$ cat config.mk
export PLATFORM = sky130hd
export DESIGN_NAME = atpc_config_regs
export DESIGN_NICKNAME = d
export VERILOG_FILES = /design/src/common/atpc_pkg.sv /design/src/verilog/atpc_config_regs.sv
export SDC_FILE = /design/constraint.sdc
export NUM_CORES = 1
export LEC_CHECK = 0
export BUFFER_PORTS_ARGS = -buffer_cell sky130_fd_sc_hd__buf_4
export CORE_UTILIZATION = 57
export DETAILED_ROUTE_END_ITERATION = 7
export GPL_TIMING_DRIVEN = 0
export PLACE_DENSITY = 0.8
export RECOVER_POWER = 100
export SLEW_MARGIN = 20
export SYNTH_ARGS = -nofsm -noshare
export SYNTH_HDL_FRONTEND = slang
export SYNTH_SLANG_ARGS = --single-unit
export TNS_END_PERCENT = 5
$ cat constraint.sdc
create_clock -name core_clk -period 4.4 [get_ports core_clk]
set_clock_uncertainty 0.15 [all_clocks]
set_input_delay 0.22 -clock core_clk [delete_from_list [all_inputs] [get_ports core_clk]]
set_output_delay 0.22 -clock core_clk [all_outputs]
set_load 0.02 [all_outputs]
$ cat src/common/atpc_pkg.sv
package atpc_pkg;
    // Register offsets
    localparam logic [7:0] OFS_MISC = 8'h3B;
    localparam logic [7:0] OFS_TONE = 8'h3F;
    localparam logic [7:0] OFS_BST  = 8'h40;
    localparam logic [7:0] OFS_PDM  = 8'h41;
    localparam logic [7:0] OFS_PULL = 8'h42;
    localparam logic [7:0] OFS_SP2  = 8'h43;
    // Reset values
    localparam logic [7:0] RST_MISC = 8'h58;
    localparam logic [7:0] RST_TONE = 8'h00;
    localparam logic [7:0] RST_BST  = 8'h36;
    localparam logic [7:0] RST_PDM  = 8'h41;
    localparam logic [7:0] RST_PULL = 8'h00;
    localparam logic [7:0] RST_SP2  = 8'h08;
    // Writable bit masks, read-only bits stay at reset
    localparam logic [7:0] WMSK_TONE = 8'hF0;
    localparam logic [7:0] WMSK_PDM  = 8'h7F;
    localparam logic [7:0] WMSK_PULL = 8'hD8;
    localparam logic [7:0] WMSK_SP2  = 8'hF8;
    // Field positions
    localparam int BIT_HAPTIC   = 7;
    localparam int POS_TONE_EN  = 6;
    localparam int POS_TONE_SRC = 4;
    localparam int BIT_GATE     = 6;
    localparam int BIT_RATE     = 5;
    localparam int BIT_ERRDIS   = 4;
    localparam int BIT_EDGE     = 3;
    localparam int BIT_SECOND_MICROPHONE     = 2;
    localparam int BIT_FIRST_MICROPHONE     = 1;
    localparam int BIT_ROLE     = 0;
    localparam int BIT_PD_IN2   = 7;
    localparam int BIT_PD_IN1   = 6;
    localparam int BIT_PD_DATA  = 4;
    localparam int BIT_PD_CLK   = 3;
    localparam int BIT_SP2_FILL = 7;
    localparam int POS_SP2_RAT  = 3;
    // Boost limit scale in milliamps
    localparam logic [5:0]  BST_MAX_CODE = 6'h37;
    localparam logic [12:0] BST_BASE_MA  = 13'd990;
    localparam logic [12:0] BST_STEP_MA  = 13'd55;
    localparam logic [12:0] BST_TOP_MA   = 13'd4000;
    // Timing
    localparam int CLK_KHZ      = 25000;
    localparam int RATE_LO_KHZ  = 3072;
    localparam int RATE_HI_KHZ  = 6144;
    localparam int HALF_LO      = CLK_KHZ / (2 * RATE_LO_KHZ);
    localparam int HALF_HI      = CLK_KHZ / (2 * RATE_HI_KHZ);
    localparam int ERR_TIME_NS  = 1000;
    localparam int ERR_CYC      = ERR_TIME_NS * CLK_KHZ / 1000000;
    // Tone enable codes
    typedef enum logic [1:0] {
        TONE_OFF, TONE_PLAY, TONE_LEVEL, TONE_RSVD
    } atpc_tone_t;
endpackage : atpc_pkg

$ cat src/verilog/atpc_config_regs.sv
// Functional notes
// RULE1: Haptics mode follows the haptics enable bit, which resets to 0.
// RULE2: Tone enable code 00 is off or pin wait, 01 plays, 10 is audio level, 11 reserved.
// RULE3: Tone trigger source 00 none, 01 audio input, 10 general pin, 11 address pin.
// RULE4: Boost limit starts at 0.99 A for code 00h and climbs 55 mA per code.
// RULE5: Code 37h is 4 A and codes 38h to 3Fh are reserved for the host.
// RULE6: The six-bit boost limit field resets to 36h, a 3.96 A limit.
// RULE7: As master the PDM clock is gated when the gating bit is 1, reset 1; the code gates it only while both mic paths are off.
// RULE8: PDM rate is 3.072 MHz for rate bit 0 and 6.144 MHz for 1, reset 0.
// RULE9: Clock errors are detected while the disable bit is 0 and masked at 1; the code detects them only while a mic path is on.
// RULE10: Edge bit 0 samples mic one on rise and mic two on fall, 1 swaps them.
// RULE11: The second mic path runs only while bit 2 is 1, reset 0.
// RULE12: The first mic path runs only while bit 1 is 1, reset 0.
// RULE13: Role bit 0 makes the device drive the PDM clock, 1 takes it from outside.
// RULE14: Bits 7 and 6 enable weak pull-downs on audio inputs two and one.
// RULE15: Bits 4 and 3 enable pull-downs on the PDM data and clock pads.
// RULE16: Read-only reserved bits read their reset value and ignore writes.
`timescale 1ns/1ps
`default_nettype none
module atpc_config_regs (
    // Clock and reset
    input  wire logic        core_clk,
    input  wire logic        nrst,
    // Register access
    input  wire logic [7:0]  regAddr,
    input  wire logic        regWrEn,
    input  wire logic [7:0]  regWrData,
    input  wire logic        regRdEn,
    output logic      [7:0]  regRdData,
    // Tone and haptics
    input  wire logic        audioSerialInputPin,
    input  wire logic        gpioPin,
    input  wire logic        addressSelectPin,
    output logic             vibrationModeOn,
    output logic             toneActive,
    output logic             toneAudioLevel,
    // Boost limit
    output logic      [5:0]  boostPeakCurrentCode,
    output logic      [12:0] boostCurrentMa,
    output logic             boostCodeValid,
    // PDM pad
    input  wire logic        pdmClkIn,
    input  wire logic        pdmDataIn,
    output logic             pdmClkOut,
    output logic             pdmClkOe,
    output logic             firstMicData,
    output logic             firstMicValid,
    output logic             secondMicData,
    output logic             secondMicValid,
    output logic             pdmClockError,
    // Pad pull-downs
    output logic             firstInputPulldown,
    output logic             secondInputPulldown,
    output logic             pdmDataPulldown,
    output logic             pdmClockPulldown,
    // Second serial port
    output logic             secondPortTransmitFill,
    output logic      [3:0]  secondPortBitclockRatio
);
    import atpc_pkg::*;

    logic [7:0] miscQ, toneQ, bstQ, pdmQ, pullQ, sp2Q;
    logic [7:0] rdD;
    logic [2:0] halfCnt_q;
    logic       masterClk_q;
    logic       clkPrev_q;
    logic [4:0] errCnt_q;
    logic       anyMic, clkNow, rise, fall;
    logic       mic1Edge, mic2Edge, clkRun;
    atpc_tone_t toneCode;
    logic [1:0] toneSrc;
    logic       pinHit;

    // Register writes; masks keep read-only bits at reset
    always_ff @(posedge core_clk or negedge nrst) begin
        if (!nrst) begin
            miscQ <= RST_MISC;  // RULE1
            toneQ <= RST_TONE;
            bstQ  <= RST_BST;   // RULE6
            pdmQ  <= RST_PDM;   // RULE7
            pullQ <= RST_PULL;
            sp2Q  <= RST_SP2;
        end else if (regWrEn) begin
            case (regAddr)
                OFS_MISC: miscQ <= regWrData;
                OFS_TONE: toneQ <= (regWrData & WMSK_TONE) | (RST_TONE & ~WMSK_TONE); // RULE16
                OFS_BST:  bstQ  <= regWrData;
                OFS_PDM:  pdmQ  <= (regWrData & WMSK_PDM) | (RST_PDM & ~WMSK_PDM);    // RULE16
                OFS_PULL: pullQ <= (regWrData & WMSK_PULL) | (RST_PULL & ~WMSK_PULL); // RULE16
                OFS_SP2:  sp2Q  <= (regWrData & WMSK_SP2) | (RST_SP2 & ~WMSK_SP2);    // RULE16
                default: ;
            endcase
        end
    end

    // Read mux; unmapped offsets read zero
    always_comb begin
        case (regAddr)
            OFS_MISC: rdD = miscQ;
            OFS_TONE: rdD = toneQ;
            OFS_BST:  rdD = bstQ;
            OFS_PDM:  rdD = pdmQ;
            OFS_PULL: rdD = pullQ;
            OFS_SP2:  rdD = sp2Q;
            default:  rdD = 8'h00;
        endcase
    end

    // Read data held until the next read
    always_ff @(posedge core_clk or negedge nrst) begin
        if (!nrst) begin
            regRdData <= 8'h00;
        end else if (regRdEn) begin
            regRdData <= rdD;
        end
    end

    // Tone trigger selection
    assign toneCode = atpc_tone_t'(toneQ[POS_TONE_EN +: 2]);
    assign toneSrc  = toneQ[POS_TONE_SRC +: 2];
    always_comb begin
        case (toneSrc)
            2'h1:    pinHit = audioSerialInputPin; // RULE3
            2'h2:    pinHit = gpioPin;             // RULE3
            2'h3:    pinHit = addressSelectPin;    // RULE3
            default: pinHit = 1'b0;
        endcase
    end

    // Mode and tone outputs; reserved tone code plays nothing
    always_ff @(posedge core_clk or negedge nrst) begin
        if (!nrst) begin
            vibrationModeOn <= 1'b0;
            toneActive      <= 1'b0;
            toneAudioLevel  <= 1'b0;
        end else begin
            vibrationModeOn <= miscQ[BIT_HAPTIC]; // RULE1
            case (toneCode)
                TONE_PLAY: toneActive <= 1'b1;    // RULE2
                TONE_OFF:  toneActive <= pinHit;  // RULE2
                default:   toneActive <= 1'b0;
            endcase
            toneAudioLevel <= (toneCode == TONE_LEVEL); // RULE2
        end
    end

    // Boost limit; reserved codes report the 4 A ceiling
    always_ff @(posedge core_clk or negedge nrst) begin
        if (!nrst) begin
            boostPeakCurrentCode <= RST_BST[5:0];
            // Reset code 36h shows its own limit, not the ceiling
            boostCurrentMa       <= BST_BASE_MA + BST_STEP_MA * 13'(RST_BST[5:0]); // RULE6
            boostCodeValid       <= 1'b1;
        end else begin
            boostPeakCurrentCode <= bstQ[5:0];
            boostCodeValid       <= (bstQ[5:0] <= BST_MAX_CODE); // RULE5
            if (bstQ[5:0] >= BST_MAX_CODE) begin
                boostCurrentMa <= BST_TOP_MA; // RULE5
            end else begin
                boostCurrentMa <= BST_BASE_MA + BST_STEP_MA * {7'h00, bstQ[5:0]}; // RULE4
            end
        end
    end

    // Master clock divider, parked low while gated
    assign anyMic = pdmQ[BIT_FIRST_MICROPHONE] | pdmQ[BIT_SECOND_MICROPHONE];
    assign clkRun = !pdmQ[BIT_ROLE] && (anyMic || !pdmQ[BIT_GATE]); // RULE7 RULE13
    always_ff @(posedge core_clk or negedge nrst) begin
        if (!nrst) begin
            halfCnt_q   <= 3'h0;
            masterClk_q <= 1'b0;
        end else if (!clkRun) begin
            halfCnt_q   <= 3'h0;
            masterClk_q <= 1'b0; // RULE7
        end else if (halfCnt_q == 3'(pdmQ[BIT_RATE] ? HALF_HI - 1 : HALF_LO - 1)) begin // RULE8
            halfCnt_q   <= 3'h0;
            masterClk_q <= !masterClk_q;
        end else begin
            halfCnt_q <= halfCnt_q + 3'h1;
        end
    end

    // Pad drive: master drives the clock, follower listens
    always_ff @(posedge core_clk or negedge nrst) begin
        if (!nrst) begin
            pdmClkOut <= 1'b0;
            pdmClkOe  <= 1'b0;
        end else begin
            pdmClkOut <= masterClk_q;
            pdmClkOe  <= !pdmQ[BIT_ROLE]; // RULE13
        end
    end

    // Edge detect on the clock in use; inputs are synchronous
    assign clkNow   = pdmQ[BIT_ROLE] ? pdmClkIn : masterClk_q; // RULE13
    assign rise     = clkNow & ~clkPrev_q;
    assign fall     = ~clkNow & clkPrev_q;
    assign mic1Edge = pdmQ[BIT_EDGE] ? fall : rise; // RULE10
    assign mic2Edge = pdmQ[BIT_EDGE] ? rise : fall; // RULE10

    // Microphone capture, one valid pulse per edge
    always_ff @(posedge core_clk or negedge nrst) begin
        if (!nrst) begin
            clkPrev_q      <= 1'b0;
            firstMicData   <= 1'b0;
            firstMicValid  <= 1'b0;
            secondMicData  <= 1'b0;
            secondMicValid <= 1'b0;
        end else begin
            clkPrev_q      <= clkNow;
            firstMicValid  <= mic1Edge & pdmQ[BIT_FIRST_MICROPHONE]; // RULE12
            secondMicValid <= mic2Edge & pdmQ[BIT_SECOND_MICROPHONE]; // RULE11
            if (mic1Edge & pdmQ[BIT_FIRST_MICROPHONE]) begin
                firstMicData <= pdmDataIn;
            end
            if (mic2Edge & pdmQ[BIT_SECOND_MICROPHONE]) begin
                secondMicData <= pdmDataIn;
            end
        end
    end

    // Missing-clock watchdog; a stopped clock is only an error while mics listen
    always_ff @(posedge core_clk or negedge nrst) begin
        if (!nrst) begin
            errCnt_q      <= 5'h0;
            pdmClockError <= 1'b0;
        end else if (pdmQ[BIT_ERRDIS] || !anyMic || rise || fall) begin
            errCnt_q      <= 5'h0;
            pdmClockError <= 1'b0; // RULE9
        end else if (errCnt_q == 5'(ERR_CYC - 1)) begin
            pdmClockError <= 1'b1; // RULE9
        end else begin
            errCnt_q <= errCnt_q + 5'h1;
        end
    end

    // Pad pull-downs and second port fields
    always_ff @(posedge core_clk or negedge nrst) begin
        if (!nrst) begin
            secondInputPulldown     <= 1'b0;
            firstInputPulldown      <= 1'b0;
            pdmDataPulldown         <= 1'b0;
            pdmClockPulldown        <= 1'b0;
            secondPortTransmitFill  <= 1'b0;
            secondPortBitclockRatio <= RST_SP2[POS_SP2_RAT +: 4];
        end else begin
            secondInputPulldown     <= pullQ[BIT_PD_IN2];  // RULE14
            firstInputPulldown      <= pullQ[BIT_PD_IN1];  // RULE14
            pdmDataPulldown         <= pullQ[BIT_PD_DATA]; // RULE15
            pdmClockPulldown        <= pullQ[BIT_PD_CLK];  // RULE15
            secondPortTransmitFill  <= sp2Q[BIT_SP2_FILL];
            secondPortBitclockRatio <= sp2Q[POS_SP2_RAT +: 4];
        end
    end

    // Checks
    a_haptic_write: assert property (@(posedge core_clk) disable iff (!nrst) // RULE1
        regWrEn && regAddr == OFS_MISC |=> ##1 vibrationModeOn == $past(regWrData[7], 2))
        else $error("haptics mode did not follow write");
    a_tone_play: assert property (@(posedge core_clk) disable iff (!nrst) // RULE2
        toneCode == TONE_PLAY |=> toneActive) else $error("tone not playing");
    a_tone_idle: assert property (@(posedge core_clk) disable iff (!nrst) // RULE3
        toneCode == TONE_OFF && toneSrc == 2'h0 |=> !toneActive)
        else $error("tone active without trigger");
    a_boost_step: assert property (@(posedge core_clk) disable iff (!nrst) // RULE4
        bstQ[5:0] == 6'h01 |=> boostCurrentMa == 13'd1045) else $error("boost step wrong");
    a_boost_rsvd: assert property (@(posedge core_clk) disable iff (!nrst) // RULE5
        bstQ[5:0] > BST_MAX_CODE |=> !boostCodeValid) else $error("reserved code valid");
    a_clock_gated: assert property (@(posedge core_clk) disable iff (!nrst) // RULE7
        (!pdmQ[BIT_ROLE] && pdmQ[BIT_GATE] && !anyMic)[*3] |=> !pdmClkOut)
        else $error("gated clock toggles");
    a_error_mask: assert property (@(posedge core_clk) disable iff (!nrst) // RULE9
        pdmQ[BIT_ERRDIS] |=> !pdmClockError) else $error("masked error reported");
    a_role_drive: assert property (@(posedge core_clk) disable iff (!nrst) // RULE13
        pdmQ[BIT_ROLE] |=> !pdmClkOe) else $error("follower drives clock");
    a_first_microphone_gate: assert property (@(posedge core_clk) disable iff (!nrst) // RULE12
        !pdmQ[BIT_FIRST_MICROPHONE] |=> !firstMicValid) else $error("mic one valid while off");
    a_rsvd_read: assert property (@(posedge core_clk) disable iff (!nrst) // RULE16
        regRdEn && regAddr == OFS_TONE |=> regRdData[3:0] == 4'h0)
        else $error("reserved tone bits read nonzero");
    c_mic_capture: cover property (@(posedge core_clk) firstMicValid ##1 secondMicValid);
    c_clock_error: cover property (@(posedge core_clk) pdmClockError);
    c_pin_tone: cover property (@(posedge core_clk) toneCode == TONE_OFF ##1 toneActive);
endmodule : atpc_config_regs
`default_nettype wire
# == Word-level counts from Yosys, hierarchy flattened ==
# Index checks and enable logic that the tools add are counted.
# word_totals
regBits,93
in_bits,25
out_inout_bits,47
word_cells,91
# classes
add_sub_neg,3
n_mul,1
n_lt_le_gt_ge,2
eq_ne,15
mux,16
bitwise,7
reduce_logical,17
# op_table
cell,n
one-hot mux 8 bit (6 select lines),1
equality test 8 x 7 -> 1 bit (second input constant),4
equality test 8 x 6 -> 1 bit (second input constant),2
adder 10 x 12 -> 13 bit (first input constant),1
two-way mux 13 bit,1
multiplier 6 x 6 -> 12 bit (first input constant),1
AND reduction 2 bit,6
two-way mux 5 bit,2
two-way mux 1 bit,7
equality test 2 bit (second input constant),3
greater-or-equal comparator 6 bit (second input constant),1
<= comparator 6 bit (second input constant),1
two-way mux 3 bit,2
adder 5 x 1 -> 5 bit (second input constant),1
equality test 5 bit (second input constant),1
AND 1 bit,4
equality test 2 x 1 -> 1 bit (second input constant),2
logical NOT 1 bit,4
logical OR 1 bit,4
adder 3 x 1 -> 3 bit (second input constant),1
equality test 3 x 2 -> 1 bit,1
one-hot mux 1 bit (3 select lines),1
logical NOT 2 bit,1
two-way mux 2 bit,1
other kinds (7),8

# == Longest topological paths before layout ==
# logic_depth
word_depth,6
mapped_depth,13
ltp_nobuf,13

# == Worst setup path after synthesis ==
# Ideal clock, no wire load.
# synth_timing
path_type,flip-flop to flip-flop
startpoint,register bstQ[4]
endpoint,register boostCurrentMa[9]
setup_ns,0.088
t_arrival_ns,3.500
required_time_ns,4.162
setup_slack_ns,0.662
stages_incl_launch_ff,11
path_buffers,0
path_cell_list,dfstp_2 inv_1 ha_1 inv_1 fa_1 fa_1 ha_1 ha_1 a2111oi_1 nor3_1 or3_1
# synth_between
elab_chain_cells,3
elab_cells_between_ends,4
cone_classes,add/sub (1); mul (1); order compare (1); mux (1)
# synth_rtl
item,line_no,text
"start, declared",atpc_config_regs.sv:62,"logic [7:0] miscQ, toneQ, bstQ, pdmQ, pullQ, sp2Q;"
"start signal, assigned",atpc_config_regs.sv:87,OFS_BST: bstQ <= regWrData;
multiplier 6 x 6 -> 12 bit,atpc_config_regs.sv:160,"boostCurrentMa <= BST_BASE_MA + BST_STEP_MA * {7'h00, bstQ[5:0]};"
adder 10 x 12 -> 13 bit,atpc_config_regs.sv:160,
two-way mux 13 bit (*),atpc_config_regs.sv:157,if (bstQ[5:0] >= BST_MAX_CODE) begin
"end signal, assigned",atpc_config_regs.sv:152,boostCurrentMa <= BST_BASE_MA + BST_STEP_MA * 13'(RST_BST[5:0]);
"end signal, assigned",atpc_config_regs.sv:160,
"end, declared",atpc_config_regs.sv:39,"output logic [12:0] boostCurrentMa,"
# Every way passes the cells marked *; elsewhere a longest branch is shown, timed or not.
# A chain may end at the register's enable or synchronous reset.

# == Worst setup path in the final report ==
# layout_timing
startpoint,register bstQ[2]
endpoint,register boostCurrentMa[9]
# The elaborated chain is that of the path after synthesis.

==> summary.txt <==
Routing
  – Via/cell ratio: 5.56
  – TritonRoute pass-1 iters: 4
  – DRC: 0
  – Final WL: 9890 microns
  – Iter 0 DRT Violations: 215
  – DRT antenna net count: 0
  – WL/cell: 17.0 microns
  – Routed vias: roughly 3200

Yosys
  – Post-synthesis cell count: 382
  – Post-synth ARST share: between 90% and 100%
  – Most common flop cell mapped by yosys: dfrtp_1
  – Yosys warnings: 0
  – Distinct cell type count after synthesis: 52
  – Post-synthesis cell area: 4820 sq um
  – Number of enable flip-flop cells after synthesis: 0
  – Seq/Total Area, Yosys: 48.9%
  – Synth Register Bits: 93
  – Synth Net Count: about 460
  – Avg Inst Size Synth: around 13 sq um

Floorplan
  – Die Span Y: 94.0 microns
  – Io pins: 72
  – Die Area: 8830 sq um
  – Die width: around 94 microns
  – Starting density of the core: around three fifths
  – Num rows: 33
  – Core box area: 8220 sq um

Clock tree
  – Longest Clk Path Bufs: 2
  – CTS Sinks: 93
  – Clock-pin slew on the worst setup and hold paths: roughly 0.09 ns
  – Root Buffer: clkbuf_8
  – Setup bufs post-CTS: 0
  – H-tree levels: 3
  – TritonCTS Buffers: 9
  – CTS tree: done
  – Worst-Skew Late Latency: 0.37 ns

STA
  – Min cycle time layout: 4.10 ns
  – Fin Hold WS: 0.0274 ns
  – Pins over their slew limit: 94
  – Tightest Pin Transition: 2.21 ns
  – RSZ-0062 raised after global routing: false
  – Maximum clock rate: 244 MHz
  – TNS Setup: 0 ns
  – Max_slew headroom: -47.2%
  – Worst setup margin: roughly 0.30 ns
  – Final setup violation count: 0
  – Tcrit/Tclk final: a little over 90%
  – Final Hold Fails: 0

Worst setup path
  – CP top delay family: adder cells
  – Required @ worst endpoint: about 4.5 ns
  – Crit-path slowest cell: dfstp_1
  – Worst R2R Path Depth: 10
  – Crit path from: bstQ[2]
  – Arrival time of the worst setup path: between 4 and 5 ns
  – Setup crit end: boostCurrentMa[9]
  – CP max stage delay: roughly 0.7 ns
  – Most used cell, CP: fa_1
  – Critical R2R Launch: bstQ[2]
  – Crit path launch type: flip-flop
  – R2R Setup Slk: 0.30 ns
  – WS Path Type: reg2reg
  – Worst-path cell chain: inv_1 > fa_1 > fa_1 > fa_1 > ha_1 > a211oi_1 > o21bai_1 > a2111oi_1 > nor3_1 > or3_1
  – CP max FO: 7
  – Worst path depth: 10
  – Reg2reg end: boostCurrentMa[9]
  – Buf/Inv on CP: 1
  – Critical Path End Type: flip-flop

Place
  – Pre-CTS setup slack: about 0.32 ns
  – Routability congestion estimate: ~0.84
  – IO Port Bufs: 68
  – Dpl hpwl: 7170 microns
  – Placed inst area: 5460 sq um

Finish
  – Area Overhead vs Synth: 14.9%
  – Most common cell after layout, fill and taps aside: dfrtp_1
  – Final non-filler cell area: 5540 sq um
  – Most frequent cells in the layout: dfrtp_1 (69), clkbuf_1 (53), ha_1 (40)
  – # fillers: 617
  – Share of layout cells above drive strength 1: 20.6%
  – Final net count: 547
  – Antenna Diode Count: 0

Min path
  – Hold depth: 3
  – Worst hold path class: in2reg

Outcome
  – Violated checks: max-capacitance violations, max-slew violations
  – Outcome: finished with violations

Global routing
  – GRT Total Usage: 24.6%
  – Vias in the first global route: 3290
  – Grt total ovfl: 0
  – Largest net degree at the start of global routing: 94
  – First-pass GRT wire length: 16300 microns
  – Initial antenna violation count: 0

Power and ir drop
  – P per Cell Area: between 300 and 400 nW/um^2
  – Tot Pwr: 0.00220 W
  – Static Leakage: approximately 2.6 nW
  – Peak supply drop: 0.250 mV

Flow run
  – MaxCap Viol Count: 1
==> per-stage QoR <==
| step | instances | util [%] |
|---|---|---|
| after floorplan | 382 | - |
| final | 581 | 67.4 |
| after detailed placement | 555 | 66.5 |
| after global routing | 581 | 67.4 |
| after CTS | 581 | 70.5 |
| after global placement | 555 | 66.5 |
==> cells by family after synthesis <==
logic type	share of synthesized area, %
adder cells (fa/ha/maj)	14.9
buffers and inverters	2.96
AND/OR/NAND/NOR	10.1
AO/OA/AOI/OAI	8.41
flip-flops	48.9
XOR/XNOR	2.72
multiplexers	12.0
==> worst register-to-register path, cell delays in order (launching register included) <==
cell and delay (ns):
dfstp_1 0.70, inv_1 0.11, fa_1 0.53, fa_1 0.40, fa_1 0.45, ha_1 0.26, a211oi_1 0.31, o21bai_1 0.18
a2111oi_1 0.53, nor3_1 0.08, or3_1 0.32
==> worst min path at each step <==
stage,slack [ns],start,to
6_report,0.03,regRdEn,regRdData[7]
5_1_grt,0.05,regRdEn,regRdData[7]
4_1_cts,0.005,regRdEn,regRdData[7]
3_5_place_dp,0.23,sp2Q[6],secondPortBitclockRatio[3]
3_3_place_gp,0.22,sp2Q[6],secondPortBitclockRatio[3]
2_1_floorplan,-0.23,nrst,boostCurrentMa[0]
==> metal layers <==
metal	vias up	GRT usage (%)	wire (microns)
met5	-	0	0
met1	1615	32.4	4420
met4	0	10.0	175
met3	12	4.37	376
li1	1530	-	-
met2	73	40.4	4920
==> cell usage after synthesis, types with 2 or more instances <==
cell type	count	area, sq um
a32oi_1	3	26.3
a221oi_1	2	17.5
o221ai_1	2	17.5
o21ai_0	12	60.1
a21o_1	7	52.6
nor2_1	27	101
nand2b_1	3	18.8
a31oi_1	5	31.3
dfrtp_1	69	1730
and3_1	5	31.3
buf_4	2	15.0
nand3_1	8	40.0
xnor2_1	7	61.3
and2_1	6	37.5
nand2_1	10	37.5
clkbuf_1	4	15.0
nor2b_1	7	43.8
mux2_4	8	120
or2_2	2	12.5
fa_1	11	220
o211ai_1	2	15.0
o211a_1	2	20.0
a21oi_1	10	50.1
a22oi_1	2	15.0
or3_1	2	12.5
a211oi_1	2	15.0
o21a_1	4	30.0
ha_1	40	500
mux2_2	32	360
nor3_1	3	15.0
xor2_1	8	70.1
mux2i_1	7	70.1
o22ai_1	2	12.5
buf_6	2	22.5
dfstp_2	24	631
inv_1	24	90.1
==> sequential cells by signal, summed over array words and instances, names as in the netlist, 3 cells and up <==
| name | flops |
|---|---|
| boostCurrentMa | 13 |
| bstQ | 8 |
| miscQ | 8 |
| regRdData | 8 |
| pdmQ | 7 |
| boostPeakCurrentCode | 6 |
| errCnt_q | 5 |
| sp2Q | 5 |
| pullQ | 4 |
| secondPortBitclockRatio | 4 |
| toneQ | 4 |
| halfCnt_q | 3 |
==> where the power goes <==
| part | leakage [nW] | internal [W] | switching [W] |
|---|---|---|---|
| Combinational | 1.36 | 0.000210 | 0.000295 |
| Sequential | 1.17 | 0.000976 | 0.0000603 |
| Clock | 0.111 | 0.000340 | 0.000316 |
==> timing repair <==
| item | CTS | global route |
|---|---|---|
| endpoints found under the hold margin | 102 | 0 |
| hold buffers | 10 | 0 |
| gates resized for setup | 0 | 0 |
==> final cells by class <==
class / count / area [sq um] / area share [%]
Clock buffer: 10 / 138 / 2.48
Multi-Input combinational cell: 257 / 2250 / 40.7
Tap cell: 105 / 131 / 2.37
Clock inverter: 6 / 95.1 / 1.72
Buffer: 8 / 48.8 / 0.881
Sequential cell: 93 / 2360 / 42.5
Timing Repair Buffer: 78 / 428 / 7.72
Inverter: 24 / 90.1 / 1.63
(Power assumes the default switching activity.)
